==> src/rtl/vim_pkg.sv <==
// constants for the vectored interrupt merger: vector register address,
// field layout, group numbers and the mask of codes that carry a source.
// assumes the register sits in the controller's extended special space.
package vim_pkg;

	localparam int          SFR_AW        = 8;
	localparam int          DATA_W        = 8;
	localparam int          GRP_W         = 4;
	localparam int          IDX_W         = 3;
	localparam int          SRC_PER_GRP   = 8;
	localparam int          LIVE_GROUPS   = 4;
	localparam int          VEC_IDX_LSB   = 1;
	localparam int          VEC_GRP_LSB   = 4;

	localparam logic [7:0]  VECTOR_ADDR   = 8'hf7;
	localparam logic [7:0]  VECTOR_RESET  = 8'h00;
	localparam logic [15:0] TRAP_LOCATION = 16'h202b;

	localparam logic [3:0]  GRP_FIRST     = 4'h1;
	localparam logic [3:0]  GRP_IN_EP     = 4'h1;
	localparam logic [3:0]  GRP_OUT_EP    = 4'h2;
	localparam logic [3:0]  GRP_USB_CTL   = 4'h3;
	localparam logic [3:0]  GRP_EP0_MISC  = 4'h4;
	localparam logic [3:0]  GRP_LAST      = 4'h4;

	localparam logic [2:0]  IDX_LAST_CTL  = 3'h4;
	localparam logic [2:0]  IDX_LAST_EP0  = 3'h5;

	localparam logic [7:0]  USED_IN_EP    = 8'hff;
	localparam logic [7:0]  USED_OUT_EP   = 8'hff;
	localparam logic [7:0]  USED_USB_CTL  = 8'h1f;
	localparam logic [7:0]  USED_EP0_MISC = 8'h3f;

endpackage

==> src/rtl/vectored_interrupt_merger.sv <==
// vectored interrupt merger: queues non-core event pulses per group,
// shows the best pending source as a vector, drives one low-level irq.
// assumes all event inputs are one-cycle pulses from logic on clk.
//
// Function
// RULE1: all non-core sources ORed into one request
// RULE2: merged request active low, level, while pending
// RULE3: vector code space allows up to 64 vectors
// RULE4: firmware reads vector and dispatches service routine
// RULE5: power-up or watchdog reset clears vector register
// RULE6: usb bus reset clears only with link bit
// RULE7: any qualifying reset empties the pending queue
// RULE8: vector register names source of merged interrupt
// RULE9: any write retires vector, loads next pending
// RULE10: vector bit 0 always reads zero
// RULE11: no pending interrupt reads vector all zeros
// RULE12: index in bits 3..1, group in 7..4
// RULE13: same group presented oldest arrival first
// RULE14: highest numbered pending group presented first
// RULE15: group 1 holds in endpoint ack/nack codes
// RULE16: group 2 holds out endpoint ack/nack codes
// RULE17: group 3 holds usb control event codes
// RULE18: group 4 holds endpoint 0, ata, clock wake
// RULE19: unused codes never shown, writes do not store
`timescale 1ns/10ps
`default_nettype none

module vectored_interrupt_merger (
	input  wire logic                       clk,
	input  wire logic                       srst,
	input  wire logic                       watchdog_reset,
	input  wire logic                       usb_bus_reset,
	input  wire logic                       function_reset_link_bit,
	input  wire logic [3:0]                 in_ep_ack,
	input  wire logic [3:0]                 in_ep_nack,
	input  wire logic [3:0]                 out_ep_ack,
	input  wire logic [3:0]                 out_ep_nack,
	input  wire logic                       setup_overwrite_event,
	input  wire logic                       setup_rx_event,
	input  wire logic                       resume_event,
	input  wire logic                       suspend_event,
	input  wire logic                       bus_reset_event,
	input  wire logic                       ep0_in_ack,
	input  wire logic                       ep0_out_ack,
	input  wire logic                       ep0_in_nack,
	input  wire logic                       ep0_out_nack,
	input  wire logic                       ata_irq_event,
	input  wire logic                       clock_wake_event,
	input  wire logic [vim_pkg::SFR_AW-1:0] sfr_addr,
	input  wire logic                       sfr_wr,
	input  wire logic                       sfr_rd,
	input  wire logic [vim_pkg::DATA_W-1:0] sfr_wdata,
	output var  logic [vim_pkg::DATA_W-1:0] sfr_rdata,
	output var  logic [vim_pkg::DATA_W-1:0] interrupt_vector,
	output var  logic                       merged_internal_irq_n
);
	import vim_pkg::*;

	// the source wiring fills four groups of eight, three bit index
	if (SRC_PER_GRP != 8 || IDX_W != 3 || LIVE_GROUPS != 4)
		begin : g_chk_group
		$error("group layout must be four groups of eight");
	end

	// group and index fields must tile the vector above bit 0
	if (VEC_IDX_LSB != 1 || VEC_GRP_LSB != VEC_IDX_LSB + IDX_W
		|| GRP_W != 4 || DATA_W != 8) begin : g_chk_fields
		$error("vector field layout does not fit");
	end

	// live groups must fit the group field and the vector space
	if (GRP_FIRST + LIVE_GROUPS - 1 > 15
		|| GRP_LAST != GRP_FIRST + LIVE_GROUPS - 1
		|| LIVE_GROUPS * SRC_PER_GRP > 64) begin : g_chk_space // RULE3
		$error("more sources than the vector space holds");
	end

	typedef logic [LIVE_GROUPS-1:0][SRC_PER_GRP-1:0]            grp_bits_t;
	typedef logic [LIVE_GROUPS-1:0][SRC_PER_GRP-1:0][IDX_W-1:0] grp_rank_t;

	grp_bits_t             arrive;
	grp_bits_t             retire;
	grp_bits_t             pend_r;
	grp_bits_t             pend_nxt;
	grp_rank_t             rank_r;
	grp_rank_t             rank_nxt;
	logic [DATA_W-1:0]     vector_r;
	logic [DATA_W-1:0]     vector_nxt;
	logic [DATA_W-1:0]     rdata_r;
	logic                  irq_n_r;
	logic                  clear_all;
	logic                  vec_wr;
	logic                  any_arrive;

	function automatic logic [3:0] count8(input logic [7:0] v);
		logic [3:0] c;
		c = 4'h0;
		for (int k = 0; k < 8; k++) begin
			c = c + {3'h0, v[k]};
		end
		return c;
	endfunction

	function automatic logic [3:0] top_group(input grp_bits_t p);
		logic [3:0] t;
		t = 4'h0;
		for (int g = 0; g < LIVE_GROUPS; g++) begin
			if (|p[g]) begin
				t = GRP_FIRST + 4'(g);
			end
		end
		return t;
	endfunction

	// unused codes are masked off at the source
	assign arrive[0] = {in_ep_nack, in_ep_ack} & USED_IN_EP; // RULE15
	assign arrive[1] = {out_ep_nack, out_ep_ack} & USED_OUT_EP; // RULE16
	assign arrive[2] = {3'h0, bus_reset_event, suspend_event,
		resume_event, setup_rx_event, setup_overwrite_event}
		& USED_USB_CTL; // RULE17
	assign arrive[3] = {2'h0, clock_wake_event, ata_irq_event,
		ep0_out_nack, ep0_in_nack, ep0_out_ack, ep0_in_ack}
		& USED_EP0_MISC; // RULE18
	assign any_arrive = |arrive;

	assign clear_all = srst | watchdog_reset
		| (usb_bus_reset & function_reset_link_bit); // RULE5 RULE6 RULE7

	// write data is ignored: any value retires the shown vector
	assign vec_wr = sfr_wr && (sfr_addr == VECTOR_ADDR); // RULE9 RULE19

	// retire only a source that is really pending
	always_comb begin
		for (int g = 0; g < LIVE_GROUPS; g++) begin
			for (int i = 0; i < SRC_PER_GRP; i++) begin
				retire[g][i] = vec_wr && pend_r[g][i]
					&& (vector_r[7:VEC_GRP_LSB] == GRP_FIRST + 4'(g))
					&& (vector_r[VEC_GRP_LSB-1:VEC_IDX_LSB] == 3'(i)); // RULE9
			end
		end
	end

	// per-group queue: rank 0 is the oldest, newcomers join the tail;
	// an arrival in the retire cycle re-queues, so the set wins
	always_comb begin
		logic [7:0] keep;
		logic [7:0] fresh;
		logic [3:0] base;
		keep  = 8'h00;
		fresh = 8'h00;
		base  = 4'h0;
		for (int g = 0; g < LIVE_GROUPS; g++) begin
			keep  = pend_r[g] & ~retire[g];
			fresh = arrive[g] & ~keep;
			base  = count8(keep);
			pend_nxt[g] = keep | fresh; // RULE1
			for (int i = 0; i < SRC_PER_GRP; i++) begin
				if (keep[i]) begin
					rank_nxt[g][i] = rank_r[g][i] - {2'h0, |retire[g]}; // RULE13
				end else if (fresh[i]) begin
					rank_nxt[g][i] = 3'(base
						+ count8(fresh & ((8'h01 << i) - 8'h01))); // RULE13
				end else begin
					rank_nxt[g][i] = 3'h0;
				end
			end
		end
	end

	// highest group wins, inside it the rank 0 entry
	always_comb begin
		vector_nxt = VECTOR_RESET; // RULE11
		for (int g = 0; g < LIVE_GROUPS; g++) begin
			for (int i = 0; i < SRC_PER_GRP; i++) begin
				if (pend_nxt[g][i] && rank_nxt[g][i] == 3'h0) begin
					vector_nxt = {GRP_FIRST + 4'(g), 3'(i), 1'b0}; // RULE12 RULE14 RULE10
				end
			end
		end
	end

	always_ff @(posedge clk) begin
		if (clear_all) begin
			pend_r <= '0; // RULE7
			rank_r <= '0;
		end else begin
			pend_r <= pend_nxt;
			rank_r <= rank_nxt;
		end
	end

	always_ff @(posedge clk) begin
		if (clear_all) begin
			vector_r <= VECTOR_RESET; // RULE5 RULE6
		end else begin
			vector_r <= vector_nxt; // RULE8 RULE3
		end
	end

	always_ff @(posedge clk) begin
		if (clear_all) begin
			irq_n_r <= 1'b1;
		end else begin
			irq_n_r <= ~|pend_nxt; // RULE2 RULE1
		end
	end

	// read data is held one cycle after the read strobe
	always_ff @(posedge clk) begin
		if (srst) begin
			rdata_r <= VECTOR_RESET;
		end else if (sfr_rd && sfr_addr == VECTOR_ADDR) begin
			rdata_r <= vector_r; // RULE4
		end else begin
			rdata_r <= 8'h00;
		end
	end

	assign sfr_rdata             = rdata_r;
	assign interrupt_vector      = vector_r;
	assign merged_internal_irq_n = irq_n_r;

	a_irq_level_vec: assert property ( // RULE2
		@(posedge clk) disable iff (srst)
		merged_internal_irq_n == (interrupt_vector == VECTOR_RESET))
		else $error("irq level and vector disagree");

	a_vec_bit0_zero: assert property ( // RULE10
		@(posedge clk) disable iff (srst)
		interrupt_vector[0] == 1'b0)
		else $error("vector bit 0 set");

	a_unused_codes: assert property ( // RULE19
		@(posedge clk) disable iff (srst)
		interrupt_vector[7:4] <= GRP_LAST
		&& (interrupt_vector[7:4] != GRP_USB_CTL
			|| interrupt_vector[3:1] <= IDX_LAST_CTL)
		&& (interrupt_vector[7:4] != GRP_EP0_MISC
			|| interrupt_vector[3:1] <= IDX_LAST_EP0))
		else $error("unused vector code shown");

	a_wdt_clears_all: assert property ( // RULE5
		@(posedge clk) disable iff (srst)
		watchdog_reset |=> interrupt_vector == VECTOR_RESET
			&& merged_internal_irq_n && pend_r == '0)
		else $error("watchdog reset left state");

	a_usb_rst_linked: assert property ( // RULE6
		@(posedge clk) disable iff (srst)
		usb_bus_reset && function_reset_link_bit
		|=> interrupt_vector == VECTOR_RESET && pend_r == '0)
		else $error("linked usb reset did not clear");

	a_usb_rst_unlink: assert property ( // RULE6
		@(posedge clk) disable iff (srst)
		usb_bus_reset && !function_reset_link_bit && !watchdog_reset
		&& !vec_wr && interrupt_vector != VECTOR_RESET
		|=> interrupt_vector != VECTOR_RESET)
		else $error("unlinked usb reset cleared vector");

	a_write_retires: assert property ( // RULE9
		@(posedge clk) disable iff (srst)
		vec_wr && !clear_all && !any_arrive
		&& interrupt_vector != VECTOR_RESET
		|=> interrupt_vector != $past(interrupt_vector))
		else $error("write did not retire vector");

	a_event_raises: assert property ( // RULE1
		@(posedge clk) disable iff (srst)
		any_arrive && !clear_all |=> !merged_internal_irq_n)
		else $error("event did not raise irq");

	a_group_priority: assert property ( // RULE14
		@(posedge clk) disable iff (srst)
		interrupt_vector[7:4] == top_group(pend_r))
		else $error("lower group shown over higher");

	a_oldest_first: assert property ( // RULE13
		@(posedge clk) disable iff (srst)
		interrupt_vector != VECTOR_RESET |->
		rank_r[interrupt_vector[7:4] - GRP_FIRST]
			[interrupt_vector[3:1]] == 3'h0)
		else $error("vector not oldest in group");

	a_empty_reads_zero: assert property ( // RULE11
		@(posedge clk) disable iff (srst)
		pend_r == '0 |-> interrupt_vector == VECTOR_RESET)
		else $error("idle vector not zero");

	a_vec_is_pending: assert property ( // RULE8
		@(posedge clk) disable iff (srst)
		interrupt_vector != VECTOR_RESET |->
		pend_r[interrupt_vector[7:4] - GRP_FIRST][interrupt_vector[3:1]])
		else $error("shown vector not pending");

	a_irq_tracks_pend: assert property ( // RULE2
		@(posedge clk) disable iff (srst)
		merged_internal_irq_n == (pend_r == '0))
		else $error("irq level and queue disagree");

	a_srst_clears: assert property ( // RULE5
		@(posedge clk)
		srst |=> interrupt_vector == VECTOR_RESET
			&& merged_internal_irq_n && sfr_rdata == VECTOR_RESET)
		else $error("power-up reset left state");

	a_clear_empties: assert property ( // RULE7
		@(posedge clk) disable iff (srst)
		clear_all |=> pend_r == '0 && merged_internal_irq_n)
		else $error("reset left queue entries");

	a_retire_one: assert property ( // RULE9
		@(posedge clk) disable iff (srst)
		vec_wr && !clear_all && !any_arrive
		&& interrupt_vector != VECTOR_RESET
		|=> $countones(pend_r) == $countones($past(pend_r)) - 1)
		else $error("write did not retire exactly one");

	a_idle_holds: assert property ( // RULE9
		@(posedge clk) disable iff (srst)
		!vec_wr && !clear_all && !any_arrive
		|=> $stable(pend_r) && $stable(interrupt_vector))
		else $error("queue moved with no cause");

	a_set_wins: assert property ( // RULE9
		@(posedge clk) disable iff (srst)
		|(retire & arrive) && !clear_all
		|=> (pend_r & $past(retire) & $past(arrive))
			== ($past(retire) & $past(arrive)))
		else $error("arrival lost in retire cycle");

	a_rdata_vector: assert property ( // RULE8
		@(posedge clk) disable iff (srst)
		sfr_rd && sfr_addr == VECTOR_ADDR
		|=> sfr_rdata == $past(interrupt_vector))
		else $error("read data not the vector");

	a_rdata_idle: assert property ( // RULE8
		@(posedge clk) disable iff (srst)
		!(sfr_rd && sfr_addr == VECTOR_ADDR) |=> sfr_rdata == 8'h00)
		else $error("read data not zero off the vector");

	// every non-empty group keeps exactly one head entry
	for (genvar g = 0; g < LIVE_GROUPS; g++) begin : g_head_chk
		logic [SRC_PER_GRP-1:0] head;
		for (genvar i = 0; i < SRC_PER_GRP; i++) begin : g_bit
			assign head[i] = pend_r[g][i] && rank_r[g][i] == 3'h0;
		end
		a_one_head: assert property ( // RULE13
			@(posedge clk) disable iff (srst)
			$countones(head) == (|pend_r[g] ? 1 : 0))
			else $error("group queue head not unique");
	end

endmodule

`default_nettype wire

==> config.mk <==
export PLATFORM = sky130hd
export DESIGN_NAME = vectored_interrupt_merger
export DESIGN_NICKNAME = d
export VERILOG_FILES = /design/src/rtl/vim_pkg.sv /design/src/rtl/vectored_interrupt_merger.sv
export SDC_FILE = /design/constraint.sdc
export NUM_CORES = 1
export LEC_CHECK = 0
export CORE_MARGIN = 2
export CORE_UTILIZATION = 65
export CTS_CLUSTER_DIAMETER = 60
export CTS_CLUSTER_SIZE = 40
export DETAILED_ROUTE_END_ITERATION = 16
export DONT_BUFFER_PORTS = 1
export HOLD_SLACK_MARGIN = 0.02
export PLACE_DENSITY_LB_ADDON = 0.3
export SYNTH_ARGS = -nofsm -noshare
export SYNTH_HDL_FRONTEND = slang
export SYNTH_SLANG_ARGS = --single-unit
==> constraint.sdc <==
create_clock -name clk -period 7.82 [get_ports clk]
set_clock_uncertainty 0.2 [all_clocks]
set_input_delay 0.782 -clock clk [delete_from_list [all_inputs] [get_ports clk]]
set_output_delay 0.782 -clock clk [all_outputs]
set_load 0.005 [all_outputs]
Yosys cells after proc, flatten, opt, wreduce, memory -nomap -nowiden. Cells that the tools add are included.

Bits in registers: 145. Input bits: 50. Output and inout port bits: 17. Logic and storage cells: 457.

$add $sub $neg: 112. Equal/unequal tests: 12. Mux-type cells: 96. Bitwise logic cells: 24. Reduce and logical (&&, ||, !) cells: 172.

Operator list (number): 2-to-1 mux 7 bit (31); 2-to-1 mux 3 bit (64); logical AND 1 bit (130); adder 3 x 1 -> 3 bit (40); logical NOT 3 bit (33); subtractor 3 x 1 -> 3 bit (32); adder 3 bit (24); inverter 8 bit (8); OR reduction 32 bit (2); AND 8 bit (6); OR 8 bit (4); OR reduction 8 bit (4); adder 2 x 1 -> 3 bit (8); adder 1 x 1 -> 2 bit (8); equality test 3 bit, second input constant (4); OR reduction 9 bit (1); AND 5 x 8 -> 8 bit (1); AND 6 x 8 -> 8 bit (1); equality test 4 x 2 -> 1 bit, second input constant (2); equality test 8 bit, second input constant (1); equality test 3 x 2 -> 1 bit, second input constant (2); 2-to-1 mux 5 bit (1); equality test 4 x 1 -> 1 bit, second input constant (1); equality test 4 x 3 -> 1 bit, second input constant (1); 6 further kinds (7).

Longest topological paths before layout.
Depth after elaboration: 50. Depth in mapped cells: 23.

Worst setup path before layout. OpenSTA, ideal clock, no wires.

Kind: input port to flip-flop. From: input sfr_wr. To: register vector_r[3] (netlist: interrupt_vector[3]). Arrival: 6.592 ns. Required time: 7.488 ns. Slack: 0.896 ns. Stages: 20. Cell sequence: buf_2 > or4b_4 > o41ai_4 > inv_1 > fa_1 > inv_1 > fa_1 > fa_1 > inv_1 > ha_1 > fa_1 > fa_1 > xor3_1 > or4b_2 > mux2i_1 > or3b_1 > nand2b_1 > nor3_1 > o31ai_1 > a31oi_1.

Word-level cells in the longest chain between the ends: 49.

RTL lines: start, declared (RTL line vectored_interrupt_merger.sv:50) `input wire logic sfr_wr,`; logical AND 1 bit * (RTL line vectored_interrupt_merger.sv:130) `assign vec_wr = sfr_wr && (sfr_addr == VECTOR_ADDR);`; logical AND 1 bit (RTL line vectored_interrupt_merger.sv:136) `retire[g][i] = vec_wr && pend_r[g][i]`; logical AND 1 bit (RTL line vectored_interrupt_merger.sv:137) `&& (vector_r[7:VEC_GRP_LSB] == GRP_FIRST + 4'(g))`; logical AND 1 bit (RTL line vectored_interrupt_merger.sv:138) `&& (vector_r[VEC_GRP_LSB-1:VEC_IDX_LSB] == 3'(i));`; inverter 8 bit (RTL line vectored_interrupt_merger.sv:153) `keep = pend_r[g] & ~retire[g];`; AND 8 bit (RTL line vectored_interrupt_merger.sv:153); adder 1 x 1 -> 2 bit (RTL line vectored_interrupt_merger.sv:99) `c = c + {3'h0, v[k]};`; adder 2 x 1 -> 3 bit (RTL line vectored_interrupt_merger.sv:99); adder 3 x 1 -> 3 bit (5 in a row) (RTL line vectored_interrupt_merger.sv:99); adder 3 x 1 -> 3 bit (RTL line vectored_interrupt_merger.sv:162) `+ count8(fresh & ((8'h01 << i) - 8'h01)));`; 2-to-1 mux 3 bit (RTL line vectored_interrupt_merger.sv:160) `end else if (fresh[i]) begin`; 2-to-1 mux 3 bit (RTL line vectored_interrupt_merger.sv:158) `if (keep[i]) begin`; logical NOT 3 bit (RTL line vectored_interrupt_merger.sv:175) `if (pend_nxt[g][i] && rank_nxt[g][i] == 3'h0) begin`; logical AND 1 bit (RTL line vectored_interrupt_merger.sv:175); 2-to-1 mux 7 bit (30 in a row) (RTL line vectored_interrupt_merger.sv:175); 2-to-1 mux 7 bit * (RTL line vectored_interrupt_merger.sv:175); end signal, assigned (RTL line vectored_interrupt_merger.sv:196) `vector_r <= vector_nxt;`; end, declared (RTL line vectored_interrupt_merger.sv:87) `logic [DATA_W-1:0] vector_r;`.

Mark *: on every way between the ends. The rest lies on a longest branch, timed or not. A chain may end at the register's enable or synchronous reset.

Final worst setup path.
From: register vector_r[1] (netlist: interrupt_vector[1]). To: register vector_r[3] (netlist: interrupt_vector[3]).

Word-level cells in the longest chain between the ends: 47.

RTL lines (RTL line): equality test 3 x 1 -> 1 bit or logical NOT 3 bit (tied branches) (vectored_interrupt_merger.sv:138); logical AND 1 bit (vectored_interrupt_merger.sv:138); inverter 8 bit (vectored_interrupt_merger.sv:153); AND 8 bit (vectored_interrupt_merger.sv:153); adder 1 x 1 -> 2 bit (vectored_interrupt_merger.sv:99); adder 2 x 1 -> 3 bit (vectored_interrupt_merger.sv:99); adder 3 x 1 -> 3 bit (5 in a row) (vectored_interrupt_merger.sv:99); adder 3 x 1 -> 3 bit (vectored_interrupt_merger.sv:162); 2-to-1 mux 3 bit (vectored_interrupt_merger.sv:160); 2-to-1 mux 3 bit (vectored_interrupt_merger.sv:158); logical NOT 3 bit (vectored_interrupt_merger.sv:175); logical AND 1 bit (vectored_interrupt_merger.sv:175); 2-to-1 mux 7 bit (30 in a row) (vectored_interrupt_merger.sv:175); 2-to-1 mux 7 bit * (vectored_interrupt_merger.sv:175).

Marks and branches as above.

==> summary.md <==
| Metric | Value |
|---|---|
| Worst slew slack as a fraction of its limit | a little over a fifth |
| Total negative setup slack | 0 ps |
| Cell breakdown of the critical path | nand4bb_1, o41ai_4, buf_4, inv_1, fa_1, inv_1, fa_1, fa_1, inv_1, ha_1, inv_1, fa_1, inv_1, fa_1, xnor2_1, xnor2_1, nand4_1, o31ai_1, nor4_1, nor3_1, o31ai_1, a31oi_1 |
| Root Buffer Master | clkbuf_16 |
| Area growth, synth to finish | 10.2% |
| Met3 global-route usage | 6.43% |
| Clock buffer count from CTS | 17 |
| Most common cell in the synthesized netlist | nor2_1 |
| Slowest CP cell | dfxtp_1 |
| Number of antenna violations at the first check in global routing | 0 |
| Final weighted congestion in routability-driven placement | 0.938 |
| Die ar. | 0.0171 mm^2 |
| Number of max-capacitance violations reported | 0 |
| Clk Latency, worst-skew pair | between 400 and 500 ps |
| Number of top-level design ports | 67 |
| Buffers inserted during post-CTS setup optimization | 0 |
| Share of the synthesized area in the top cell type | 27.0% |
| Initial detailed-routing violation count | 725 |
| Most used flip-flop cell after synthesis | dfxtp_1 |
| Synth top area cells | dfxtp_1 (27%), ha_1 (15%), fa_1 (8.2%), nor2_1 (7.8%), inv_1 (4.3%) |
| Die span in x | 131 um |
| Post-DP HPWL | 18,200 um |
| Part of the cycle the worst path needs | between 90 and 100% |
| Clock net sink count | 141 |
| Number of filler cells placed in the layout | 1,163 |
| Cell count after synthesis | 1,171 |
| Power density over the cells | 225 mW/mm^2 |
| Type of the worst min-delay path | input port to flip-flop |
| Count of nets after finishing | 1,409 |
| Max Slew Vio Count | 0 |
| Via count normalized by instance count | 6.01 |
| Time the worst path needs with I/O delays and setup | approximately 7300 ps |
| Worst setup slack after placement | roughly 550 ps |
| Number of distinct standard cells referenced by the synthesized netlist | 73 |
| Largest net degree at the start of global routing | 111 |
| Clock Tree Buf Depth | 2 |
| Library cell occupying the most area in the post-synthesis netlist | dfxtp_1 |
| # H-tree levels | 4 |
| Most crowded layer after global routing | met2 |
| Height of the chip | 131 um |
| Number of flip-flops and latches in the synthesized netlist | 141 |
| Layout cell share with drive strength beyond 1 | 9.58% |
| Clock transition at the registers of the reported paths | approximately 60 ps |
| TritonCTS clock tree | done |
| Via count of the first global-routing pass | 8,204 |
| Setup repair after global routing missed its margin | no |
| Synth Area per Inst | 8.93 um^2 |
| Final number of setup-violating endpoints | 0 |
| GR Overflow Total | 0 |
| Total number of placement rows | 46 |
| Via Count | 8,517 |
| Crit-path max cell delay | 750 ps |
| Number of buffers inserted by port buffering | 0 |
| Crit. End Element | flip-flop |
| Routed wire length | about 25,000 um |
| Netlist Area Pre-Place | 0.0105 mm^2 |
| Achievable clock frequency | 0.137 GHz |
| Global routing usage on met2 | 51.5% |
| Met1 capacity usage during global routing | 39.8% |
| Critical path startpoint category | flip-flop |
| Count of hold-fix buffers inserted at cts | 0 |
| Share of flip-flops with an asynchronous set or reset after synthesis | 0% |
| First-pass GRT wire length | 41,100 um |
| List of most frequent post-synthesis cells | nor2_1 (218), dfxtp_1 (141), ha_1 (128) |
| DRC violations left | 0 |
| Data arrival time at the worst-slack endpoint | between 7000 and 8000 ps |
| Static leakage | 4.91 nW |
| Worst voltage drop across the vdd grid | approximately 0.20 mV |
| Count of endpoints failing hold in the final timing report | 0 |
| Yosys synthesis warning count | 0 |
| Slew at the pin with the worst max-slew slack | about 1200 ps |
| Placeable core area | 0.0158 mm^2 |
| Effective utilization at floorplan | about two thirds |
| Post-detailed-route count of antenna-violating nets | 0 |
| Fraction of the core area covered by cells at the end of the flow | 72.8% |
| Crit-path max FO | 15 |
| Sequential element share of the synthesized area | between 20% and 30% |
| GRT Overall Usage | 31.0% |
| Outcome | completed |
| Resize count post-CTS | 0 |
| Data required time of the worst path | 7880 ps |
| Final Instance Count excl. Fillers | 1,416 |
| Critical path type | flip-flop to flip-flop |
| Number of detailed-route iterations in the first pass | 6 |
| Final setup slack of the worst path | 519 ps |
| Number of cells in the design after placement | 1,385 |
| Routed wirelength normalized by instance count | about 18 um |
| Number of synthesized flops with an enable pin | 0 |
| Antenna diodes | 0 |
-- critical path, delay by kind of cell (launching register included) --
kind	cells	cell delay, ps
xor gates and xnor gates	2	320
adders and majority gates	6	2770
buffers and inverters	6	620
and+or+nand+nor	4	1440
AOI/OAI and AO/OA	4	1030
DFF	1	750
-- cell families after synthesis --
kind of cell / after synthesis / share of synthesized area, %
xor+xnor: 73 / 7.60
other cells: 1 / 0.0359
mux: 14 / 1.83
buf+inv: 163 / 6.29
flops: 141 / 27.0
simple gates: 433 / 20.6
compound gates: 175 / 13.1
fa+ha+maj: 171 / 23.5
-- power breakdown --
group | switching [W] | total, W | internal, W
clock | 0.000320 | 0.000932 | 0.000612
combinational | 0.000499 | 0.000879 | 0.000380
sequential | 0.0000275 | 0.000778 | 0.000751
total | 0.000846 | 0.00259 | 0.00174
-- metrics by stage --
stage | power, W | cell area (um^2) | hold slack, ps
floorplan | 0.00144 | 10500 | 271
CTS | 0.00258 | 11500 | 278
finish | 0.00259 | 11500 | 278
global route | 0.00274 | 11500 | 285
global placement | 0.00162 | 10900 | 289
detailed placement | 0.00164 | 10900 | 296
-- routing by layer --
| layer | vias up | share of wire [%] |
|---|---|---|
| met5 | - | 0 |
| met3 | 65 | 7.7 |
| met1 | 4030 | 43 |
| met2 | 360 | 47 |
| li1 | 4062 | - |
| met4 | 0 | 2.9 |
-- cells in the final DEF (no fill, tap or decap), types with 5 or more instances in the layout --
| cell | instances |
|---|---|
| a211oi_1 | 5 |
| bufinv_16 | 6 |
| o41ai_2 | 9 |
| fa_1 | 43 |
| o41ai_4 | 6 |
| nand4_1 | 17 |
| o21ai_1 | 6 |
| nand3_1 | 32 |
| xor3_1 | 8 |
| a22oi_1 | 8 |
| or3_1 | 5 |
| clkbuf_16 | 17 |
| nor2b_1 | 18 |
| or2_2 | 6 |
| nand2b_1 | 7 |
| nor4b_1 | 8 |
| nand2_1 | 42 |
| a21oi_1 | 28 |
| inv_1 | 121 |
| xor2_1 | 20 |
| and2_1 | 28 |
| buf_4 | 33 |
| ha_1 | 128 |
| dfxtp_1 | 141 |
| o21ai_0 | 11 |
| nor2_1 | 218 |
| mux2i_1 | 9 |
| nor3_1 | 12 |
| a31oi_1 | 63 |
| xnor2_1 | 42 |
| nor3b_1 | 5 |
| o31ai_1 | 5 |
| and3_1 | 5 |
-- final cells by class --
cell class,instances,area [um^2],area share [%]
multi-input combinational,870,7040,61.1
inverter,125,469,4.07
sequential,141,2820,24.5
clock inverter,11,214,1.86
clock buffer,20,457,3.96
tap,216,270,2.35
timing repair buffer,33,248,2.15
-- flip-flops by register name, summed over array words and instances (netlist names) --
register / cells
interrupt_vector: 6
sfr_rdata: 6
rank_r: 96
pend_r: 32
merged_internal_irq_n: 1
-- path summary, 6_finish.rpt --
check / startpoint / end / slack (ps) / cells past startpoint
max reg2reg: interrupt_vector[1] / interrupt_vector[3] / 520 / 22
max: interrupt_vector[1] / interrupt_vector[3] / 520 / 22
min reg2reg: rank_r[95] / rank_r[95] / 300 / 2
min: out_ep_nack[0] / pend_r[12] / 280 / 2
Note: power is estimated with default switching activity, not from simulation.
